**config.mk**
```make
export PLATFORM = sky130hd
export DESIGN_NAME = pnpil_local_if
export DESIGN_NICKNAME = d
export VERILOG_FILES = /design/src/hw/pnpil_pkg.sv /design/src/hw/pnpil_local_if.sv
export SDC_FILE = /design/constraint.sdc
export NUM_CORES = 1
export LEC_CHECK = 0
export CORE_AREA = 4 4 117 147
export DETAILED_ROUTE_END_ITERATION = 16
export DIE_AREA = 0 0 121 151
export DONT_BUFFER_PORTS = 1
export SLEW_MARGIN = 20
export SYNTH_ARGS = -nofsm -noshare
export SYNTH_HDL_FRONTEND = slang
export SYNTH_SLANG_ARGS = --single-unit
export TNS_END_PERCENT = 10
```
**constraint.sdc**
```tcl
create_clock -name clk_sys -period 2.3 [get_ports clk_sys]
set_input_delay 0.345 -clock clk_sys [delete_from_list [all_inputs] [get_ports clk_sys]]
set_output_delay 0.345 -clock clk_sys [all_outputs]
set_load 0.01 [all_outputs]
```
**src/hw/pnpil_pkg.sv**
```systemverilog
// constants, register map and state type for the plug-and-play local interface
package pnpil_pkg;
    // ------------------------------------------------------------------
    // auto-configuration ports (12-bit isa i/o address)
    // ------------------------------------------------------------------
    localparam logic [11:0] ADDR_PORT_STD  = 12'h279;
    localparam logic [11:0] ADDR_PORT_ALT  = 12'h259;
    localparam logic [11:0] WDATA_PORT_STD = 12'ha79;
    localparam logic [11:0] WDATA_PORT_ALT = 12'ha59;
    localparam logic [1:0]  RD_PORT_LOW    = 2'h3;   // read port = {rd_port, 2'b11}
    // ------------------------------------------------------------------
    // configuration register indices
    // ------------------------------------------------------------------
    localparam logic [7:0] REG_RD_PORT   = 8'h00;
    localparam logic [7:0] REG_CFG_CTRL  = 8'h02;    // config_control
    localparam logic [7:0] REG_WAKE      = 8'h03;
    localparam logic [7:0] REG_CSN       = 8'h06;
    localparam logic [7:0] REG_GPIO_DATA = 8'h20;    // gpio_data
    localparam logic [7:0] REG_GPIO_DIR  = 8'h21;    // gpio_direction
    localparam logic [7:0] REG_ACTIVATE  = 8'h30;    // device_activate
    localparam logic [7:0] REG_MAP_ADDR  = 8'hf0;    // mapped register address
    // ------------------------------------------------------------------
    // command values and key generator
    // ------------------------------------------------------------------
    localparam logic [7:0] CMD_BOARD_RESET = 8'h07;
    localparam logic [7:0] CMD_WAIT_KEY    = 8'h02;
    localparam logic [7:0] KEY_SEED        = 8'h6a;
    localparam logic [5:0] KEY_LAST        = 6'h1f;  // 32 key writes
    // ------------------------------------------------------------------
    // timing: board reset pulse after a software reset command
    // ------------------------------------------------------------------
    localparam int CLK_PERIOD_NS = 5;
    localparam int BOARD_RST_NS  = 1000;
    localparam int BOARD_RST_CYC = (BOARD_RST_NS + CLK_PERIOD_NS - 1) / CLK_PERIOD_NS;
    // ------------------------------------------------------------------
    // configuration sequence states
    // ------------------------------------------------------------------
    typedef enum logic [1:0] {
        PNPIL_WAIT_KEY,
        PNPIL_SLEEP,
        PNPIL_ISOLATE,
        PNPIL_CONFIG
    } pnpil_state_t;
endpackage

```
**src/hw/pnpil_local_if.sv**
```systemverilog
// local-side interface: strobes, address map, gpio, config sequence, board reset
`timescale 1ns/1ps
module pnpil_local_if
    import pnpil_pkg::*;
#(
    parameter int GPIO_W    = 4,
    parameter int LADDR_W   = 7,
    parameter int RST_CYC   = BOARD_RST_CYC
) (
    input  wire logic               clk_sys,
    input  wire logic               arst_n,            // isa bus reset, active low
    input  wire logic [11:0]        isa_addr,          // isa address
    input  wire logic [7:0]         isa_data_in,
    output logic      [7:0]         isa_data_out,
    output logic                    isa_data_oe_n,
    input  wire logic               isa_ior_n,
    input  wire logic               isa_iow_n,
    input  wire logic               isa_memr_n,
    input  wire logic               isa_memw_n,
    input  wire logic               alt_port_map_select,
    input  wire logic               io_window0_select_n,
    input  wire logic               io_window1_select_n,
    input  wire logic               mem_window0_select_n,
    output logic                    cs_n,
    output logic                    read_n,
    output logic                    write_n,
    output logic [LADDR_W-1:0]      local_addr,
    input  wire logic               local_ready,
    output logic                    iochrdy_out,
    output logic                    iochrdy_oe_n,
    input  wire logic [GPIO_W-1:0]  gpio_lines_in,
    output logic      [GPIO_W-1:0]  gpio_lines_out,
    output logic      [GPIO_W-1:0]  gpio_lines_oe_n,
    input  wire logic               activate_after_reset_in_n,
    input  wire logic               eeprom_load_done,  // one-cycle pulse from eeprom loader
    input  wire logic               eeprom_irq_a_pol,
    input  wire logic               eeprom_irq_b_pol,
    input  wire logic               irq_in_a,
    input  wire logic               irq_in_b,
    output logic                    irq_out_a,
    output logic                    irq_out_b,
    input  wire logic               dma_req_in_a,
    input  wire logic               dma_req_in_b,
    output logic                    dma_req_out_a,
    output logic                    dma_req_out_b,
    input  wire logic               isa_dack_a_n,
    input  wire logic               isa_dack_b_n,
    output logic                    dma_ack_out_a_n,
    output logic                    dma_ack_out_b_n,
    output logic                    board_reset_n,
    output pnpil_pkg::pnpil_state_t cfg_state
);
    import pnpil_pkg::*;

    // ------------------------------------------------------------------
    // pin synchronisers: three flops, a change counts when 2nd and 3rd agree
    // ------------------------------------------------------------------
    localparam int SYNC_W = 12 + 8 + 4 + GPIO_W;
    logic [SYNC_W-1:0] sync_raw;
    logic [SYNC_W-1:0] sync_s1;                        // read only by sync_s2
    logic [SYNC_W-1:0] sync_s2;
    logic [SYNC_W-1:0] sync_s3;
    logic [SYNC_W-1:0] sync_filt;                      // settled pin levels
    logic [SYNC_W-1:0] next_sync_filt;
    logic [11:0]       f_addr;
    logic [7:0]        f_data;
    logic              f_iow_n;
    logic              f_ior_n;
    logic              f_act_n;
    logic              f_alt;
    logic [GPIO_W-1:0] f_gpio;
    logic              iow_dly;                        // previous settled iow level

    assign sync_raw = {isa_addr, isa_data_in, isa_iow_n, isa_ior_n, activate_after_reset_in_n,
                       alt_port_map_select, gpio_lines_in};
    assign {f_addr, f_data, f_iow_n, f_ior_n, f_act_n, f_alt, f_gpio} = sync_filt;

    // keep the old settled value while the two late stages disagree
    always_comb begin
        next_sync_filt = (~(sync_s2 ^ sync_s3) & sync_s3) | ((sync_s2 ^ sync_s3) & sync_filt);
    end

    // strobes idle high, so all-ones is a quiet reset value
    always_ff @(posedge clk_sys or negedge arst_n) begin
        if (!arst_n) begin
            sync_s1   <= '1;
            sync_s2   <= '1;
            sync_s3   <= '1;
            sync_filt <= '1;
            iow_dly   <= 1'b1;
        end else begin
            sync_s1   <= sync_raw;
            sync_s2   <= sync_s1;
            sync_s3   <= sync_s2;
            sync_filt <= next_sync_filt;
            iow_dly   <= f_iow_n;
        end
    end

    // ------------------------------------------------------------------
    // composite strobes, select, local address and ready
    // ------------------------------------------------------------------
    logic io_any;
    assign io_any  = ~io_window0_select_n | ~io_window1_select_n;
    assign read_n  = ~((io_any & ~isa_ior_n) | (~mem_window0_select_n & ~isa_memr_n));
    assign write_n = ~((io_any & ~isa_iow_n) | (~mem_window0_select_n & ~isa_memw_n));
    assign cs_n    = io_window0_select_n & mem_window0_select_n;

    logic [LADDR_W-1:0] map_addr;                      // mapped register address register
    // io window 0 takes priority when it and the memory window are both selected
    always_comb begin
        if (!io_window0_select_n) begin
            local_addr = isa_addr[LADDR_W-1:0];
        end else if (!mem_window0_select_n) begin
            local_addr = map_addr;
        end else begin
            local_addr = '0;
        end
    end

    // open drain: pulled low while the peripheral is not ready
    assign iochrdy_out  = 1'b0;
    assign iochrdy_oe_n = ~(~cs_n & ~(read_n & write_n) & ~local_ready);

    // ------------------------------------------------------------------
    // configuration registers and sequence
    // ------------------------------------------------------------------
    pnpil_state_t      state;
    pnpil_state_t      next_state;
    logic [7:0]        cfg_index;
    logic [7:0]        next_cfg_index;
    logic [7:0]        key_lfsr;
    logic [7:0]        next_key_lfsr;
    logic [5:0]        key_cnt;
    logic [5:0]        next_key_cnt;
    logic [7:0]        card_select_number;
    logic [7:0]        next_csn;
    logic [7:0]        rd_port;
    logic [7:0]        next_rd_port;
    logic [GPIO_W-1:0] gpio_data;
    logic [GPIO_W-1:0] next_gpio_data;
    logic [GPIO_W-1:0] gpio_dir;
    logic [GPIO_W-1:0] next_gpio_dir;
    logic              activate;
    logic              next_activate;
    logic [LADDR_W-1:0] next_map_addr;
    logic [15:0]       rst_cnt;
    logic [15:0]       next_rst_cnt;
    logic [7:0]        next_rd_data;
    logic              next_rd_oe_n;
    logic              wr_edge;
    logic              addr_hit;
    logic              wdata_hit;
    logic              rd_hit;

    // pad a narrow field into an eight-bit read value
    function automatic logic [7:0] pad8(input logic [7:0] v);
        return v;
    endfunction

    assign wr_edge   = iow_dly & ~f_iow_n;
    assign addr_hit  = wr_edge & (f_addr == (f_alt ? ADDR_PORT_ALT : ADDR_PORT_STD));
    assign wdata_hit = wr_edge & (f_addr == (f_alt ? WDATA_PORT_ALT : WDATA_PORT_STD));
    assign rd_hit    = ~f_ior_n & (f_addr == {2'h0, rd_port, RD_PORT_LOW})
                     & (state == PNPIL_CONFIG || state == PNPIL_ISOLATE);

    always_comb begin
        next_state     = state;
        next_cfg_index = cfg_index;
        next_key_lfsr  = key_lfsr;
        next_key_cnt   = key_cnt;
        next_csn       = card_select_number;
        next_rd_port   = rd_port;
        next_gpio_data = gpio_data;
        next_gpio_dir  = gpio_dir;
        next_activate  = activate;
        next_map_addr  = map_addr;
        next_rst_cnt   = (rst_cnt != '0) ? rst_cnt - 16'h0001 : rst_cnt;
        if (addr_hit && state == PNPIL_WAIT_KEY) begin
            // key writes must follow the lfsr exactly; a miss starts over
            if (f_data == key_lfsr) begin
                next_key_lfsr = {key_lfsr[1] ^ key_lfsr[0], key_lfsr[7:1]};
                next_key_cnt  = key_cnt + 6'h01;
                if (key_cnt == KEY_LAST) begin
                    next_state = PNPIL_SLEEP;
                end
            end else begin
                next_key_lfsr = KEY_SEED;
                next_key_cnt  = '0;
            end
        end else if (addr_hit) begin
            next_cfg_index = f_data;
        end
        if (wdata_hit && state != PNPIL_WAIT_KEY) begin
            unique case (cfg_index)
                REG_CFG_CTRL: begin
                    if (f_data == CMD_BOARD_RESET) begin
                        next_rst_cnt = 16'(RST_CYC);
                    end
                    if (f_data == CMD_WAIT_KEY) begin
                        next_state    = PNPIL_WAIT_KEY;
                        next_key_lfsr = KEY_SEED;
                        next_key_cnt  = '0;
                    end
                end
                REG_WAKE: begin
                    if (f_data == 8'h00 && card_select_number == 8'h00) begin
                        next_state = PNPIL_ISOLATE;
                    end else if (f_data != 8'h00 && f_data == card_select_number) begin
                        next_state = PNPIL_CONFIG;
                    end else begin
                        next_state = PNPIL_SLEEP;
                    end
                end
                REG_RD_PORT: next_rd_port = f_data;
                REG_CSN: begin
                    if (state == PNPIL_ISOLATE || state == PNPIL_CONFIG) begin
                        next_csn   = f_data;
                        next_state = PNPIL_CONFIG;
                    end
                end
                REG_GPIO_DATA: begin
                    if (state == PNPIL_CONFIG) begin
                        // input lines keep their old output value
                        next_gpio_data = (gpio_dir & f_data[GPIO_W-1:0]) | (~gpio_dir & gpio_data);
                    end
                end
                REG_GPIO_DIR: if (state == PNPIL_CONFIG) next_gpio_dir = f_data[GPIO_W-1:0];
                REG_ACTIVATE: if (state == PNPIL_CONFIG) next_activate = f_data[0];
                REG_MAP_ADDR: if (state == PNPIL_CONFIG) next_map_addr = f_data[LADDR_W-1:0];
                default: ;
            endcase
        end
        // strap looked at only on the load pulse; the load wins over a same-cycle clear
        if (eeprom_load_done && !f_act_n) begin
            next_activate = 1'b1;
        end
        // read data: gpio reads the settled pin level, not the latch
        unique case (cfg_index)
            REG_GPIO_DATA: next_rd_data = pad8(8'(f_gpio));
            REG_GPIO_DIR:  next_rd_data = pad8(8'(gpio_dir));
            REG_ACTIVATE:  next_rd_data = pad8(8'(activate));
            REG_CSN:       next_rd_data = card_select_number;
            REG_MAP_ADDR:  next_rd_data = pad8(8'(map_addr));
            default:       next_rd_data = 8'h00;
        endcase
        next_rd_oe_n = ~rd_hit;
    end

    always_ff @(posedge clk_sys or negedge arst_n) begin
        if (!arst_n) begin
            state         <= PNPIL_WAIT_KEY;
            cfg_index     <= '0;
            key_lfsr      <= KEY_SEED;
            key_cnt       <= '0;
            card_select_number           <= '0;
            rd_port       <= '0;
            gpio_data     <= '0;
            gpio_dir      <= '0;
            activate      <= 1'b0;
            map_addr      <= '0;
            rst_cnt       <= 16'(RST_CYC);             // bus reset also resets the board
            board_reset_n <= 1'b0;
            isa_data_out  <= '0;
            isa_data_oe_n <= 1'b1;
        end else begin
            state         <= next_state;
            cfg_index     <= next_cfg_index;
            key_lfsr      <= next_key_lfsr;
            key_cnt       <= next_key_cnt;
            card_select_number           <= next_csn;
            rd_port       <= next_rd_port;
            gpio_data     <= next_gpio_data;
            gpio_dir      <= next_gpio_dir;
            activate      <= next_activate;
            map_addr      <= next_map_addr;
            rst_cnt       <= next_rst_cnt;
            board_reset_n <= (next_rst_cnt == '0);
            isa_data_out  <= next_rd_data;
            isa_data_oe_n <= next_rd_oe_n;
        end
    end

    // ------------------------------------------------------------------
    // pin outputs; card functions stay silent until activated
    // ------------------------------------------------------------------
    assign cfg_state       = state;
    assign gpio_lines_out  = gpio_data;
    assign gpio_lines_oe_n = ~gpio_dir;
    assign irq_out_a       = activate & (irq_in_a ^ eeprom_irq_a_pol);
    assign irq_out_b       = activate & (irq_in_b ^ eeprom_irq_b_pol);
    assign dma_req_out_a   = activate & dma_req_in_a;
    assign dma_req_out_b   = activate & dma_req_in_b;
    assign dma_ack_out_a_n = isa_dack_a_n | ~activate;
    assign dma_ack_out_b_n = isa_dack_b_n | ~activate;
endmodule // pnpil_local_if

```
# Word level (Yosys, flattened, before mapping)
# Index checks and enable logic that the tools add are counted.
dict set report op_classes {
  reduce_logical 25
  n_bitwise 52
  n_mux 32
  eq_ne 17
  n_addsub 2
}
# operator n
set op_table {}
lappend op_table {{2-to-1 mux 16 bit} 4}
lappend op_table {{bitwise AND 28 bit} 2}
lappend op_table {{2-to-1 mux 6 bit} 7}
lappend op_table {{2-to-1 mux 8 bit} 5}
lappend op_table {{one-hot mux 8 bit (5 select lines)} 1}
lappend op_table {{NOT 28 bit} 1}
lappend op_table {{bitwise OR 28 bit} 1}
lappend op_table {{XOR 28 bit} 1}
lappend op_table {{== test 12 x 10 -> 1 bit} 2}
lappend op_table {{== test 8 x 2 -> 1 bit, second input constant} 3}
lappend op_table {{== test 8 x 6 -> 1 bit, second input constant} 3}
lappend op_table {{logical NOT 8 bit} 3}
lappend op_table {{NOT 1 bit} 18}
lappend op_table {{bitwise AND 1 bit} 17}
lappend op_table {{== test 8 x 3 -> 1 bit, second input constant} 2}
lappend op_table {{== test 8 bit} 2}
lappend op_table {{logical NOT 16 bit} 1}
lappend op_table {{2-to-1 mux 2 bit} 8}
lappend op_table {{nonzero test 16 bit} 1}
lappend op_table {{subtractor 16 x 1 -> 16 bit, second input constant} 1}
lappend op_table {{AND reduction 3 bit} 5}
lappend op_table {{2-to-1 mux 7 bit} 2}
lappend op_table {{== test 12 bit} 1}
lappend op_table {{bitwise AND 4 bit} 2}
lappend op_table {{other kinds (17)} 35}
dict set report totals {
  elab_cells 147
  out_inout_bits 38
  reg_bits 195
}

# Logic depth before layout (Yosys ltp)
# Gate-level depths: netlist (run 1).
dict set report logic_depth {
  ltp_word 10
  ltp_mapped 8
}

# Worst setup path before layout (run 1)
# No wires, ideal clock.
dict set report synth_timing {
  path_type {register to register}
  from {register (tool-made name)}
  to {register rd_port[0]}
  arrival_time_ns 2.021
  path_slack_ns 0.154
  path_stages_with_launch 7
  period_less_slack_ns 2.146
  required_ns 2.175
  path_buffers 1
  cell_sequence {dfstp_2 > and4bb_2 > nand4_4 > nor3_1 > and4_1 > buf_2 > mux2_2}
}
# item line_no
set synth_lines {}
lappend synth_lines {{to (signal assigned)} pnpil_local_if.sv:272} ;# rd_port <= next_rd_port;
lappend synth_lines {{to (decl)} pnpil_local_if.sv:138} ;# logic [7:0] rd_port;

==> metrics.txt, run 1 <==
status=finished, violations left; failing checks=negative hold slack; part of the Yosys area used for sequential elements=64.2%; antenna diode count=0; initial antenna violation count=0; Commonest cells post-synth=dfstp_2, dfrtp_1, mux2_2, maj3_1, nand2_1; Longest Clk Path Bufs=2; Post-Route Skew=0.00864 ns; Core ar.=about 16000 sq um; Crit Path Max Fanout=8; CTS tree=yes; crit-path max cell delay=0.55 ns; Rows=52; Critical Path Sink=rd_port[0]; drt first pass iters=5; critical path's slowest cell=dfstp_2; largest net degree at the start of global routing=196; Slew headroom=29.7%; total number of yosys warnings=0; Placer Congestion=0.875; Hold Buf Count CTS=28; total clock sinks=about 200; HPWL after DPL=11100 microns; Most used DFF post-synth=dfstp_2; Max-cap violations=0; worst hold margin=-0.376 ns; Routed Antenna Nets=0; I/O Pins=between 80 and 90; clock root buffer master=clkbuf_16; Die ar.=approximately 18000 sq um; count leader, synth=dfstp_2; layout cells sized above 1=a little under two fifths; Reg area=5030 sq um; VDD IR max=0.000484 V; die height=151 microns; area delta synth->final=17.2%; area leader, netlist=dfstp_2; Critical Path AT=between 2 and 2.5 ns; Syn Nets=632; Setup Viol. Count Final=0; Post-synth ARST share=100%; Post-synth EDFFs=0; CP startpoint kind=flip-flop; DP Area=8270 sq um; fillers=roughly 1300; Reg-to-Reg End=rd_port[0]; CP endpoint kind=flip-flop; Tmin final=roughly 2.2 ns; die width=121 microns; post-route DRC violation count=0; post-CTS setup buffer count=0; RSZ-0062 raised after global routing=yes; R2R depth=5; Place WS=just under 0.09 ns; Final nets=692; final instance area=9190 sq um; Slew Viols, Final=0; multi-input logic area=2660 sq um; top-area cell type share of the netlist area=just over 40%; slack of the critical path=0.138 ns; Clock Latency Late Sink=0.43 ns; Synth area leaders=dfstp_2, dfrtp_1, mux2_2, maj3_1, xnor2_1; I/O Buffers=0; synthesized instance count=584; Static Leak=3.89 nW; Slew @ Worst Pin=1.04 ns; Via density=5.42; Final Cycle Share=between 90% and 100%; Worst Path Required=2.61 ns; CP Cell Sequence=and4bb_2 -> nand4_4 -> nor3_1 -> and4_1 -> mux2_2; vias in the first global route=4975; fmax=approximately 460 MHz; H-Tree Level Count=4; Netlist cell types=59; Reg2Reg Setup Slack=0.14 ns; HP Class=input port to asynchronous set/reset pin; final hold viol count=slightly below 200; first-pass GRT wire length=26500 microns; syn avg cell area=13.4 sq um; Initial Utilization=49.1%; Clock transition at path regs=0.08 ns; synthesized area=just under 8000 sq um; WL/cell=~18 microns; Remaining Overflow, GRT=0; GRT Total Usage=18.8%; Pwr Density=759 nW/um^2; total CTS buffers=17; critical path class=flip-flop to flip-flop; Via Count=4734; Iter 0 DRT Violations=approximately 320; Yosys reg bits=195; Detailed Route WL=16000 microns
[cell type report]
type,count,share of cell area (%)
inverter,23,0.940
clock inverter,14,1.76
timing repair buffer,60,5.80
tap,216,2.94
sequential,195,54.8
clock buffer,18,4.78
multi-input combinational,347,29.0
[routing by layer]
layer	track usage (%)	wire, microns	part of all wire (%)
met5	0	0	0
met1	24.1	6750	42
met3	3.92	549	3.4
met4	8.22	429	2.7
met2	30.8	8310	52
[per-stage QoR]
step	hold WS (ns)	std cells	TNS [ns]	power [W]	utilization, %
floorplan	0.0494	584	0	0.00394	-
global placement	0.0590	813	0	0.00403	51.9
detailed placement	0.0566	813	0	0.00404	51.9
CTS	-0.408	873	0	0.00707	57.4
global route	-0.412	873	-0.000572	0.00725	57.6
finish	-0.376	873	0	0.00697	57.6
[where the power goes]
group / switching, W / internal, W
Clock: 0.00137 / 0.00158
Sequential: 0.0000817 / 0.00366
Combinational: 0.000137 / 0.000145
[repair_timing]
item                       CTS  global route
resized for setup            0             5
hold endpoints to repair   223           195
setup endpoints to repair    0            15
[worst max-delay path, delay by kind of cell (launching register included)]
family        cells  cell delay [ns]
simple gates      4             1.10
flops             1             0.55
mux               1             0.38
[how the worst min path moves through the flow]
| stage | start | end | slack, ns | depth (start not counted) |
|---|---|---|---|---|
| after global placement | arst_n | map_addr[6] | 0.06 | 0 |
| after global routing | arst_n | isa_data_out[7] | -0.41 | 0 |
| final | arst_n | rst_cnt[13] | -0.38 | 0 |
| after CTS | arst_n | gpio_dir[1] | -0.41 | 0 |
| after detailed placement | arst_n | rd_port[6] | 0.06 | 0 |
| after floorplan | arst_n | asynchronous set/reset pin | 0.05 | 0 |
[cell families (layout without fill, tap and decap cells)]
family / Yosys count / count (layout) / share of synthesized area, %
flops: 195 / 195 / 64.2
simple gates: 179 / 179 / 14.0
xor+xnor: 35 / 35 / 4.01
fa+ha+maj: 31 / 31 / 4.06
compound gates: 55 / 55 / 4.60
other cells: 1 / 1 / 0.0479
mux: 46 / 46 / 6.87
buf+inv: 42 / 115 / 2.20
[cell usage in the layout, fill, tap and decap left out, types with 4 or more instances in the layout]
| cell type | n |
|---|---|
| clkbuf_16 | 17 |
| nand4_1 | 16 |
| and2_1 | 9 |
| and4_1 | 6 |
| or3_1 | 6 |
| inv_8 | 4 |
| mux2_2 | 30 |
| o21ai_0 | 17 |
| dfstp_2 | 121 |
| buf_4 | 31 |
| mux2i_1 | 8 |
| nor3_1 | 10 |
| dfrtp_1 | 74 |
| nand3_1 | 17 |
| inv_1 | 23 |
| mux2_4 | 8 |
| nor4_2 | 5 |
| maj3_1 | 28 |
| a21oi_1 | 15 |
| nand3b_1 | 7 |
| xnor2_1 | 20 |
| nor2_1 | 27 |
| or4_1 | 5 |
| dlygate4sd3_1 | 28 |
| xor2_1 | 14 |
| nor4_1 | 8 |
| nand2_1 | 28 |
| nand2b_1 | 6 |
Power figures use the tool's default switching activity.
==> run 2, diff against run 1 <==
--- a/config.mk
+++ b/config.mk
@@ -9,6 +9,7 @@
 export DETAILED_ROUTE_END_ITERATION = 16
 export DIE_AREA = 0 0 121 151
 export DONT_BUFFER_PORTS = 1
+export PLACE_DENSITY = 0.62
 export SLEW_MARGIN = 20
 export SYNTH_ARGS = -nofsm -noshare
 export SYNTH_HDL_FRONTEND = slang
==> metrics.txt, run 2 (same netlist as run 1, synthesis figures left out) <==
status=finished, violations left; failing checks=negative hold slack; Max-cap violations=0; Post-Route Skew=0.00913 ns; area delta synth->final=16.1%; Slew Viols, Final=0; largest net degree at the start of global routing=196; Initial Utilization=49.1%; fmax=~460 MHz; post-layout util=57.1%; total CTS buffers=17; die width=approximately 120 microns; HP Class=input port to asynchronous set/reset pin; Setup Viol. Count Final=0; Tmin final=2.19 ns; Critical Path AT=2.50 ns; post-route DRC violation count=0; Reg2Reg Setup Slack=0.11 ns; Core ar.=15900 sq um; H-Tree Level Count=4; Via density=about 5.4; Slew headroom=between 50% and 60%; Clock transition at path regs=0.07 ns; CP endpoint kind=flip-flop; final hold viol count=between 150 and 200; R2R depth=5; Remaining Overflow, GRT=0; layout cells sized above 1=37.0%; RR Startpoint=rst_cnt[2]; Place WS=0.0690 ns; Via Count=4672; GRT Total Usage=around 18%; Pwr Density=756 nW/um^2; vias in the first global route=4958; HPWL after DPL=10700 microns; CP Cell Sequence=or3_1 -> nor4_2 -> a31o_2 -> nand4_1 -> nor4_1; CP startpoint kind=flip-flop; final instance area=9100 sq um; Placer Congestion=0.920; DP Area=between 8000 and 9000 sq um; Die ar.=18300 sq um; Worst Path Required=2.60 ns; die height=between 150 and 200 microns; critical path class=flip-flop to flip-flop; CTS tree=yes; Iter 0 DRT Violations=377; drt first pass iters=4; Reg-to-Reg End=board_reset_n; crit-path max cell delay=approximately 0.47 ns; critical path's slowest cell=or3_1; total clock sinks=195; fillers=1337; CP Launch Point=rst_cnt[2]; Final Cycle Share=between 90% and 100%; Fin Setup TNS=0 ns; Longest Clk Path Bufs=2; Clock Latency Late Sink=~0.43 ns; initial antenna violation count=0; I/O Pins=just over 80; antenna diode count=0; Hold Buf Count CTS=28; clock root buffer master=clkbuf_16; slack of the critical path=0.107 ns; Static Leak=around 3.9 nW; Crit Path Max Fanout=6; first-pass GRT wire length=roughly 26000 microns; VDD IR max=between 0.0004 and 0.0005 V; RSZ-0062 raised after global routing=yes; Routed Antenna Nets=0; commonest non-fill, non-tap cell in the layout=dfstp_2; post-CTS setup buffer count=0; WL/cell=18.2 microns; Detailed Route WL=between 15000 and 20000 microns; Final nets=686; commonest non-fill, non-tap cells in the layout=dfstp_2, dfrtp_1, mux2_2; worst hold margin=-0.388 ns; Rows=52; I/O Buffers=0; Slew @ Worst Pin=a little under 0.7 ns
==> run 2: routing by layer <==
metal	global-route usage [%]	routed length (microns)
met1	23.1	6840
met4	7.65	352
met5	0	0
met3	3.77	589
met2	31.2	8000
==> run 2: worst max path at each step <==
| stage | end | slack, ns | depth (start not counted) |
|---|---|---|---|
| after floorplan | rd_port[0] | 0.15 | 6 |
| after global placement | board_reset_n | 0.13 | 7 |
| after detailed placement | board_reset_n | 0.07 | 7 |
| after CTS | board_reset_n | 0.01 | 7 |
| after global routing | board_reset_n | -0.04 | 7 |
| final | board_reset_n | 0.11 | 5 |
==> run 2: metrics by stage <==
step | hold slack [ns] | power [W] | instances
final | -0.388 | 0.00688 | 867
after global routing | -0.413 | 0.00713 | 867
after CTS | -0.410 | 0.00697 | 867
after detailed placement | 0.0593 | 0.00403 | 807
after global placement | 0.0597 | 0.00403 | 807
after floorplan | 0.0494 | 0.00394 | 584
==> run 2: what timing repair did <==
item / in CTS / in global routing
hold endpoints to repair: 223 / 195
setup endpoints to repair: 0 / 11
gates resized for setup: 0 / 2
==> run 2: power by group <==
| part | internal [W] | switching [W] | leakage [nW] | total (W) |
|---|---|---|---|---|
| Sequential | 0.00366 | 0.0000797 | 2.29 | 0.00374 |
| Clock | 0.00153 | 0.00133 | 0.290 | 0.00286 |
| Combinational | 0.000143 | 0.000137 | 1.28 | 0.000280 |
==> run 2: critical path, delay by kind of cell (launching register included) <==
family             cells  cell delay, ns
DFF                    1            0.46
and+or+nand+nor        4            1.37
AOI/OAI and AO/OA      1            0.24
==> run 2: final cells by class <==
type | count | area [sq um] | area share (%)
clock buffers | 20 | 468 | 5.14
repair buffers | 54 | 488 | 5.36
clock inverters | 12 | 109 | 1.20
multi-input cells | 347 | 2640 | 29.1
inverters | 23 | 86.3 | 0.949
well taps | 216 | 270 | 2.97
flip-flops and latches | 195 | 5030 | 55.3
